File: config.mk
export PLATFORM = sky130hd
export DESIGN_NAME = phyls_regs
export DESIGN_NICKNAME = d
export VERILOG_FILES = /design/src/rtl/phyls_pkg.sv /design/src/rtl/phyls_regs.sv
export SDC_FILE = /design/constraint.sdc
export NUM_CORES = 1
export LEC_CHECK = 0
export BUFFER_PORTS_ARGS = -buffer_cell sky130_fd_sc_hd__buf_2
export CORE_ASPECT_RATIO = 0.8
export CORE_MARGIN = 10
export CORE_UTILIZATION = 50
export DETAILED_ROUTE_END_ITERATION = 12
export GPL_ROUTABILITY_DRIVEN = 0
export PLACE_DENSITY_LB_ADDON = 0.25
export SKIP_CTS_REPAIR_TIMING = 1
export SLEW_MARGIN = 20
export SYNTH_ARGS = -nofsm -noshare
export SYNTH_HDL_FRONTEND = slang
export SYNTH_SLANG_ARGS = --single-unit
File: constraint.sdc
create_clock -name mclk -period 3.45 [get_ports mclk]
set_clock_uncertainty 0.1 [all_clocks]
set_input_delay 0.5175 -clock mclk [delete_from_list [all_inputs] [get_ports mclk]]
set_output_delay 0.5175 -clock mclk [all_outputs]
set_load 0.03 [all_outputs]
File: src/rtl/phyls_pkg.sv
// constants, field layouts and carrier types for the phy lock and analog register bank
package phyls_pkg;

  // timing: one second of receive up time counted in status clock cycles
  localparam int CLK_PERIOD_NS = 40;
  localparam int SECOND_NS     = 1000000000;
  localparam int SEC_CYCLES    = SECOND_NS / CLK_PERIOD_NS;

  // register indices; byte address is four times the index
  localparam logic [7:0] IDX_ANALOG_SET  = 8'h07;
  localparam logic [7:0] IDX_ANALOG_RB   = 8'h09;
  localparam logic [7:0] IDX_LOCK_STAT   = 8'h10;
  localparam logic [7:0] IDX_UPTIME      = 8'h11;
  localparam logic [7:0] IDX_BLOCK_SYNC  = 8'h12;
  localparam logic [7:0] IDX_MARKER_LOCK = 8'h13;
  localparam logic [7:0] IDX_RX_SUMMARY  = 8'h14;

  // lane_analog_settings control word layout
  localparam int CTRL_LOOPBACK_BIT = 31;
  localparam int CTRL_RD_BIT       = 30;
  localparam int CTRL_WR_BIT       = 29;
  localparam int CTRL_SET_HI       = 28;
  localparam int CTRL_SET_LO       = 4;
  localparam int CTRL_CH_HI        = 3;
  localparam logic [31:0] CTRL_RST = 32'h0000_0000;

  // analog_readback layout
  localparam int RB_VALID_BIT = 25;
  localparam logic [25:0] RB_RST = 26'h002_0080;

  // channel counts
  localparam int NUM_LCH = 10;
  localparam int NUM_PCH = 20;

  // rx_link_summary bit positions
  localparam int SUM_PERM_CHG_BIT = 4;
  localparam int SUM_DESKEW_CHG_BIT = 3;
  localparam int SUM_TAG_CHG_BIT  = 2;
  localparam int SUM_NORMAL_BIT   = 1;
  localparam int SUM_ALL_LOCK_BIT = 0;

  // reserved ones in pll_cdr_lock_status for each variant
  localparam logic [31:0] LOCK_RSV_100G  = 32'hFE3F_F000;
  localparam logic [31:0] LOCK_RSV_40G   = 32'hFFFF_FF80;
  localparam logic [31:0] LOCK_RSV_CAUI4 = 32'hFC3F_FFC0;

  typedef enum {PHYLS_40G, PHYLS_100G, PHYLS_CAUI4} phyls_variant_t;

  // per channel analog settings, same order as control bits 28:4
  typedef struct packed {
    logic [3:0] eq_ctrl;
    logic [2:0] dc_gain;
    logic [4:0] tap0;
    logic [4:0] tap1;
    logic [4:0] tap2;
    logic [2:0] amplitude;
  } phyls_analog_t;

  localparam phyls_analog_t ANALOG_RST = '{eq_ctrl: 4'h3, dc_gain: 3'h0, tap0: 5'h10,
                                           tap1: 5'h00, tap2: 5'h10, amplitude: 3'h2};

  // status reported by the pcs and transceivers
  typedef struct packed {
    logic [3:0]         tx_pll_lock;
    logic [9:0]         rx_cdr_lock;
    logic               tx_ready;
    logic               rx_ready;
    logic [NUM_PCH-1:0] block_lock;
    logic [NUM_PCH-1:0] marker_lock;
    logic               lanes_deskewed;
    logic               mapping_chg;
    logic               tag_drop_chg;
  } phyls_pcs_status_t;

endpackage : phyls_pkg

File: src/rtl/phyls_regs.sv
// phy lock status and per channel analog settings register bank on ahb-lite
`timescale 1ns/1ns
// Contract
// - equalizer field 28:25, resets to 0011
// - dc gain 3 dB steps, resets zero
// - tap zero pre-emphasis, resets 10000
// - tap one pre-emphasis, resets zero
// - tap two 10000, amplitude resets 010
// - 100G lock layout, reserved reads ones
// - 40G lock layout, reserved reads ones
// - four-lane layout, reserved reads ones
// - bits 1,0 interface ready, reset low
// - seconds of continuous up, wraps
// - per channel block boundary lock
// - per channel alignment marker lock
// - mapping change flag, clear on read
// - deskew change flag, clear on read
// - tag drop change flag, clear on read
// - normal when all locked and deskewed
// - all lanes block and marker locked
// - channel select, strobe acts next edge
// - readback holds settings, valid bit 25
module phyls_regs
  import phyls_pkg::*;
#(
  parameter phyls_variant_t VARIANT    = PHYLS_100G,
  parameter int             SEC_CYCLES_P = SEC_CYCLES
) (
  input  wire logic              mclk,        // status clock, 25 MHz
  input  wire logic              reset_n,     // async reset, active low
  input  wire logic              hsel,        // ahb slave select
  input  wire logic [11:0]       haddr,       // ahb byte address
  input  wire logic [1:0]        htrans,      // ahb transfer type
  input  wire logic              hwrite,      // ahb write
  input  wire logic [2:0]        hsize,       // ahb size, word only
  input  wire logic [31:0]       hwdata,      // ahb write data
  input  wire logic              hready,      // ahb bus ready
  output logic                   hreadyout,   // always ready
  output logic                   hresp,       // always okay
  output logic [31:0]            hrdata,      // registered read data
  input  wire phyls_pcs_status_t pcs_status,  // pcs and transceiver status
  output phyls_analog_t          analog_cfg [NUM_LCH], // settings per logical channel
  output logic                   serial_loopback // tx to rx loopback enable
);

  // bus phase tracking
  logic        wr_pend_q;
  logic [7:0]  wr_idx_q;
  logic [31:0] rdata_q;

  // register state
  logic [31:0]        ctrl_q;
  logic [31:0]        ctrl_d;
  logic               rd_prev_q;
  logic               wr_prev_q;
  logic [25:0]        rb_q;
  logic [25:0]        rb_d;
  phyls_analog_t      set_q [NUM_LCH];
  phyls_pcs_status_t  st_q;
  logic               deskew_prev_q;
  logic [2:0]         flag_q;
  logic [2:0]         flag_d;
  logic [31:0]        cyc_q;
  logic [31:0]        cyc_d;
  logic [31:0]        sec_q;
  logic [31:0]        sec_d;

  // address phase decode
  wire         xfer_ok   = hsel & htrans[1] & hready;
  wire         rd_take   = xfer_ok & ~hwrite;
  wire         wr_take   = xfer_ok & hwrite;
  wire [7:0]   addr_idx  = haddr[9:2];
  wire         sum_read  = rd_take & (addr_idx == IDX_RX_SUMMARY);
  wire         ctrl_wr   = wr_pend_q & (wr_idx_q == IDX_ANALOG_SET);

  // analog strobes act on their rising bit, one edge after software sets them
  wire         rd_rise   = ctrl_q[CTRL_RD_BIT] & ~rd_prev_q;
  wire         wr_rise   = ctrl_q[CTRL_WR_BIT] & ~wr_prev_q;
  wire [3:0]   sel_ch    = ctrl_q[CTRL_CH_HI:0];
  wire         ch_ok     = sel_ch < 4'(NUM_LCH);
  wire phyls_analog_t new_set = ctrl_q[CTRL_SET_HI:CTRL_SET_LO];

  // summary status from the registered pcs status
  wire         all_lock  = (&st_q.block_lock) & (&st_q.marker_lock);
  wire         normal    = all_lock & st_q.lanes_deskewed;
  wire         deskew_chg = st_q.lanes_deskewed ^ deskew_prev_q;
  wire [2:0]   flag_set  = {st_q.mapping_chg, deskew_chg, st_q.tag_drop_chg};
  wire [31:0]  summary   = {27'h0, flag_q, normal, all_lock};

  // lock word assembly; reserved fields read as ones
  function automatic logic [31:0] lock_word(phyls_pcs_status_t s);
    logic [31:0] w;
    w = 32'h0;
    unique case (VARIANT)
      PHYLS_100G: begin
        w = LOCK_RSV_100G;
        w[24:22] = s.tx_pll_lock[2:0];
        w[11:2]  = s.rx_cdr_lock;
      end
      PHYLS_40G: begin
        w = LOCK_RSV_40G;
        w[6]   = s.tx_pll_lock[0];
        w[5:2] = s.rx_cdr_lock[3:0];
      end
      PHYLS_CAUI4: begin
        w = LOCK_RSV_CAUI4;
        w[25:22] = s.tx_pll_lock;
        w[5:2]   = s.rx_cdr_lock[3:0];
      end
    endcase
    w[1] = s.tx_ready;
    w[0] = s.rx_ready;
    return w;
  endfunction : lock_word

  wire [31:0] lock_val = lock_word(st_q);

  // read mux; unmapped addresses read zero
  wire [31:0] rd_mux =
      (addr_idx == IDX_ANALOG_SET)  ? ctrl_q :
      (addr_idx == IDX_ANALOG_RB)   ? {6'h00, rb_q} :
      (addr_idx == IDX_LOCK_STAT)   ? lock_val :
      (addr_idx == IDX_UPTIME)      ? sec_q :
      (addr_idx == IDX_BLOCK_SYNC)  ? {12'h000, st_q.block_lock} :
      (addr_idx == IDX_MARKER_LOCK) ? {12'h000, st_q.marker_lock} :
      (addr_idx == IDX_RX_SUMMARY)  ? summary : 32'h0000_0000;

  // zero wait states, so the bus always sees ready and okay
  assign hreadyout       = 1'h1;
  assign hresp           = 1'h0;
  assign hrdata          = rdata_q;
  assign analog_cfg      = set_q;
  assign serial_loopback = ctrl_q[CTRL_LOOPBACK_BIT];

  // control word takes the data phase of a write
  assign ctrl_d = ctrl_wr ? hwdata : ctrl_q;

  // readback: settings of the selected channel, or the reset defaults for an out of range channel, land together with valid set
  assign rb_d = rd_rise ? {1'h1, (ch_ok ? set_q[sel_ch] : ANALOG_RST)} : rb_q;

  // set beats clear so an event during the read is not lost
  assign flag_d = flag_set | (flag_q & ~{3{sum_read}});

  // up time: restarts when the receiver leaves normal operation
  assign cyc_d = !normal ? 32'h0 :
                 (cyc_q == 32'(SEC_CYCLES_P - 1)) ? 32'h0 : cyc_q + 32'h1;
  assign sec_d = !normal ? 32'h0 :
                 (cyc_q == 32'(SEC_CYCLES_P - 1)) ? sec_q + 32'h1 : sec_q;

  // bus phase registers
  always_ff @(posedge mclk or negedge reset_n) begin
    if (!reset_n) begin
      wr_pend_q <= 1'h0;
      wr_idx_q  <= 8'h00;
      rdata_q   <= 32'h0000_0000;
    end else begin
      wr_pend_q <= wr_take;
      wr_idx_q  <= addr_idx;
      rdata_q   <= rd_take ? rd_mux : rdata_q;
    end
  end

  // control and readback registers
  always_ff @(posedge mclk or negedge reset_n) begin
    if (!reset_n) begin
      ctrl_q    <= CTRL_RST;
      rd_prev_q <= 1'h0;
      wr_prev_q <= 1'h0;
      rb_q      <= RB_RST;
    end else begin
      ctrl_q    <= ctrl_d;
      rd_prev_q <= ctrl_q[CTRL_RD_BIT];
      wr_prev_q <= ctrl_q[CTRL_WR_BIT];
      rb_q      <= rb_d;
    end
  end

  // per channel settings store; out of range channels are ignored
  always_ff @(posedge mclk or negedge reset_n) begin
    if (!reset_n) begin
      for (int i = 0; i < NUM_LCH; i++) begin
        set_q[i] <= ANALOG_RST;
      end
    end else if (wr_rise && ch_ok) begin
      set_q[sel_ch] <= new_set;
    end
  end

  // status capture, change flags and up time counter
  always_ff @(posedge mclk or negedge reset_n) begin
    if (!reset_n) begin
      st_q          <= '0;
      deskew_prev_q <= 1'h0;
      flag_q        <= 3'h0;
      cyc_q         <= 32'h0000_0000;
      sec_q         <= 32'h0000_0000;
    end else begin
      st_q          <= pcs_status;
      deskew_prev_q <= st_q.lanes_deskewed;
      flag_q        <= flag_d;
      cyc_q         <= cyc_d;
      sec_q         <= sec_d;
    end
  end
endmodule : phyls_regs

==> results.json <==
{
  "dieArea_um2": 50300,
  "cts_buffer_depth": 3,
  "syn-num-nets": 1697,
  "antenna_found_initial": 7,
  "wl_met1_mm": 27.8,
  "io_pins": 398,
  "grt-ovfl-total": 0,
  "clock-sinks": 477,
  "die_h_um": 203,
  "dp_slack_ns": 0.199,
  "critPathKind": "reg -> reg",
  "ys_warn_count": 0,
  "cp.required_ns": 3.86,
  "n_fill_cell": 3143,
  "leakage_nw": 12.3,
  "cp_max_fo": 16,
  "cts_tree": "yes",
  "cp_num_buf_inv": 0,
  "dr.pass1.iters": 5,
  "wirelength_mm": 68.8,
  "synth_top_family_by_area": "multiplexers",
  "setup_viol": 0,
  "cpMaxStageDelayCell": "or4_1",
  "status": "complete, no violations",
  "drc": 0,
  "dpl_cell_area_um2": 23400,
  "synth-async-reset-ratio_pct": 100,
  "synth-adder-area-share_pct": 0.120,
  "clk_latency_ns": 0.58,
  "layout-drive-gt1-share_pct": 45.3,
  "grtUsageTotal_pct": 26.4,
  "worstSetupStartpointType": "flop",
  "synth_simple_gate_area_share_pct": 8.38,
  "finalCriticalPeriod_ns": 3.25,
  "cts_max_level": 2,
  "multi_input_area_um2": 8290,
  "finalNetCount": 2117,
  "synth-edff-count": 0,
  "cts_root_buffer": "clkbuf_16",
  "synthCells": 1582,
  "worstSetupEndpointType": "flop",
  "fmax_ghz": 0.308,
  "peakVddDrop_v": 0.000399,
  "power.density_nw_per_um2": 437,
  "tns_ns": 0,
  "grt_pass1_wl_mm": 101,
  "post_synth_num_cell_types": 60,
  "clkTransAtPathRegs_ns": 0.06,
  "regArea_um2": 12000,
  "setup_slack_ns": 0.205,
  "routedWlPerCell_um": 26.6,
  "coreArea_um2": 40900,
  "grt_pass1_vias": 15700,
  "synth-seq-cells": 477,
  "cp.arrival_ns": 3.65,
  "final_max_slew_viol_count": 0,
  "crit_path_frequent_cell": "or4_1",
  "via_per_inst": 6.02,
  "cap_violations": 0,
  "wl_met2_mm": 32.8,
  "postRouteAntennaNets": 0,
  "cpPeakStageDelay_ns": 0.80,
  "synthMuxAreaShare_pct": 21.4,
  "cp_top_family": "simple AND/OR/NAND/NOR gates",
  "ys_seq_area_share_pct": 57.6,
  "numPortBuffers": 386,
  "drtIter0Drc": 1300,
  "finalHoldViolations": 0,
  "synthXorXnorAreaFrac_pct": 1.39,
  "synth-compound-area-share_pct": 8.23,
  "synthToLayoutAreaGrowth_pct": 22.7,
  "tightest_slew_ns": 0.950,
  "slew_headroom_pct": 36.5,
  "routed.top_layer": "met5",
  "dp_hpwl_mm": 48.5,
  "grt_max_degree": 114,
  "met3_length_mm": 6.27,
  "rows": 66,
  "rsz0062_at_grt": "false",
  "die_w_um": 248,
  "synth_area_per_cell_um2": 13.2,
  "path_cells": "or4_1, or4_1, or4_1, or4_1, a21oi_1",
  "syn-cell-area_um2": 20800,
  "numCtsBuffers": 47,
  "synthFlopType": "dfrtp_1",
  "start_util_pct": 50.9,
  "final_cell_area_um2": 25500,
  "vias": 15600,
  "finalCritPeriodShare_pct": 94.1,
  "hold_class": "in -> reg"
}
[cell type report]
| class | count | area share [%] |
|---|---|---|
| antenna | 4 | 0.0392 |
| clock buffer | 75 | 5.45 |
| clock inverter | 9 | 0.289 |
| inverter | 24 | 0.353 |
| multi-input combinational | 954 | 32.5 |
| sequential | 477 | 47.0 |
| tap | 544 | 2.66 |
| timing repair buffer | 498 | 11.8 |
[final timing paths]
check	start	to	slack, ns	cells after the start
worst max-delay path	cyc_q[27]	sec_q[13]	0.20	5
worst min-delay path	haddr[6]	wr_idx_q[4]	0.07	1
worst max register to register	cyc_q[27]	sec_q[13]	0.20	5
worst min register to register	flag_set[2]	flag_q[2]	0.35	1
max in group asynchronous	reset_n	analog_cfg[189]	1.94	3
min in group asynchronous	reset_n	st_q[34]	0.31	2
[cells by family (layout without fill, tap and decap cells)]
| kind of cell | after synthesis | in the layout |
|---|---|---|
| AO/OA/AOI/OAI | 245 | 245 |
| AND/OR/NAND/NOR | 333 | 333 |
| flip-flops | 477 | 477 |
| adder cells (fa/ha/maj) | 2 | 2 |
| buffers and inverters | 151 | 606 |
| XOR/XNOR | 33 | 33 |
| other | 2 | 6 |
| multiplexers | 339 | 339 |
[flip-flops by register name (all words and copies together), names as in the netlist]
name,cells
st_q,41
analog_cfg,250
hrdata,32
ctrl_q,32
deskew_prev_q,1
wr_idx_q,8
flag_q,3
rb_q,26
cyc_q,32
sec_q,32
wr_pend_q,1
wr_prev_q,1
lock_val,15
flag_set,2
rd_prev_q,1
[per-stage QoR]
| stage | instances | hold slack (ns) | util [%] | total power [mW] |
|---|---|---|---|---|
| 3_5_place_dp | 2434 | 0.316 | 57.3 | 6.21 |
| 2_1_floorplan | 1582 | 0.122 | - | 5.93 |
| 3_3_place_gp | 2434 | 0.326 | 57.3 | 6.21 |
| 5_1_grt | 2584 | 0.0447 | 62.5 | 11.5 |
| 6_report | 2585 | 0.0660 | 62.5 | 11.2 |
| 4_1_cts | 2518 | -0.288 | 60.9 | 11.2 |
[power by group]
| group | internal (mW) | switching (mW) | leakage (nW) |
|---|---|---|---|
| Combinational | 0.167 | 0.267 | 5.27 |
| Sequential | 5.67 | 0.0672 | 6.29 |
| Clock | 2.83 | 2.16 | 0.724 |
| Total | 8.66 | 2.49 | 12.3 |
[cell usage after synthesis, types with 3 or more instances]
cell,count,share of area (%)
nor4_1,16,0.48
nor4b_1,5,0.21
and3_1,12,0.36
o21ai_0,63,1.5
a221oi_1,42,1.8
nand4b_1,4,0.17
o21a_1,3,0.11
a21o_1,4,0.14
xnor2_1,25,1.1
nand4_1,26,0.78
and4_1,10,0.42
a22oi_1,5,0.18
a211oi_1,7,0.25
mux2_2,282,15
a31o_2,8,0.34
nand3_1,24,0.58
inv_1,24,0.43
nand2_1,101,1.8
nor2b_1,16,0.48
dfrtp_1,425,51
and2_1,7,0.21
xor2_1,8,0.34
nor3_1,11,0.26
o31ai_1,10,0.36
nor2_1,60,1.1
dfstp_2,52,6.6
a22o_1,28,1.2
mux4_2,57,6.2
a31oi_1,5,0.15
or4b_2,4,0.19
nand3b_1,3,0.11
or3_1,9,0.27
a222oi_1,7,0.34
o22ai_1,8,0.24
o41ai_1,4,0.17
buf_1,10,0.18
nand2b_1,5,0.15
a21oi_1,37,0.89
or4_1,12,0.43
clkbuf_1,112,2.0
o2bb2ai_1,3,0.13
o221ai_1,3,0.13
[per-layer routing]
metal  global-route usage, %  vias to the layer above
met5                       0                        -
met4                    7.20                        6
met3                    7.05                      137
met2                    42.2                      622
met1                    34.9                     8107
li1                        -                     6698
[placed cells by master, fill, tap and decap left out, drive strengths merged, types with 5 or more instances in the layout]
master | Yosys | routed
a211oi | 7 | 7
a21oi | 37 | 37
a221oi | 42 | 42
a222oi | 7 | 7
a22o | 28 | 28
a22oi | 5 | 5
a31o | 8 | 8
a31oi | 5 | 5
and2 | 9 | 9
and3 | 12 | 12
and4 | 10 | 10
buf | 13 | 435
clkbuf | 114 | 75
clkinv | 0 | 7
dfrtp | 425 | 425
dfstp | 52 | 52
dlygate4sd3 | 0 | 63
inv | 24 | 25
mux2 | 282 | 282
mux4 | 57 | 57
nand2 | 101 | 101
nand2b | 5 | 5
nand3 | 24 | 24
nand4 | 26 | 26
nor2 | 60 | 60
nor2b | 16 | 16
nor3 | 12 | 12
nor4 | 16 | 16
nor4b | 7 | 7
o21ai | 63 | 63
o22ai | 8 | 8
o31ai | 10 | 10
or3 | 9 | 9
or4 | 12 | 12
xnor2 | 25 | 25
xor2 | 8 | 8
Note: power is estimated with default switching activity, not from simulation.
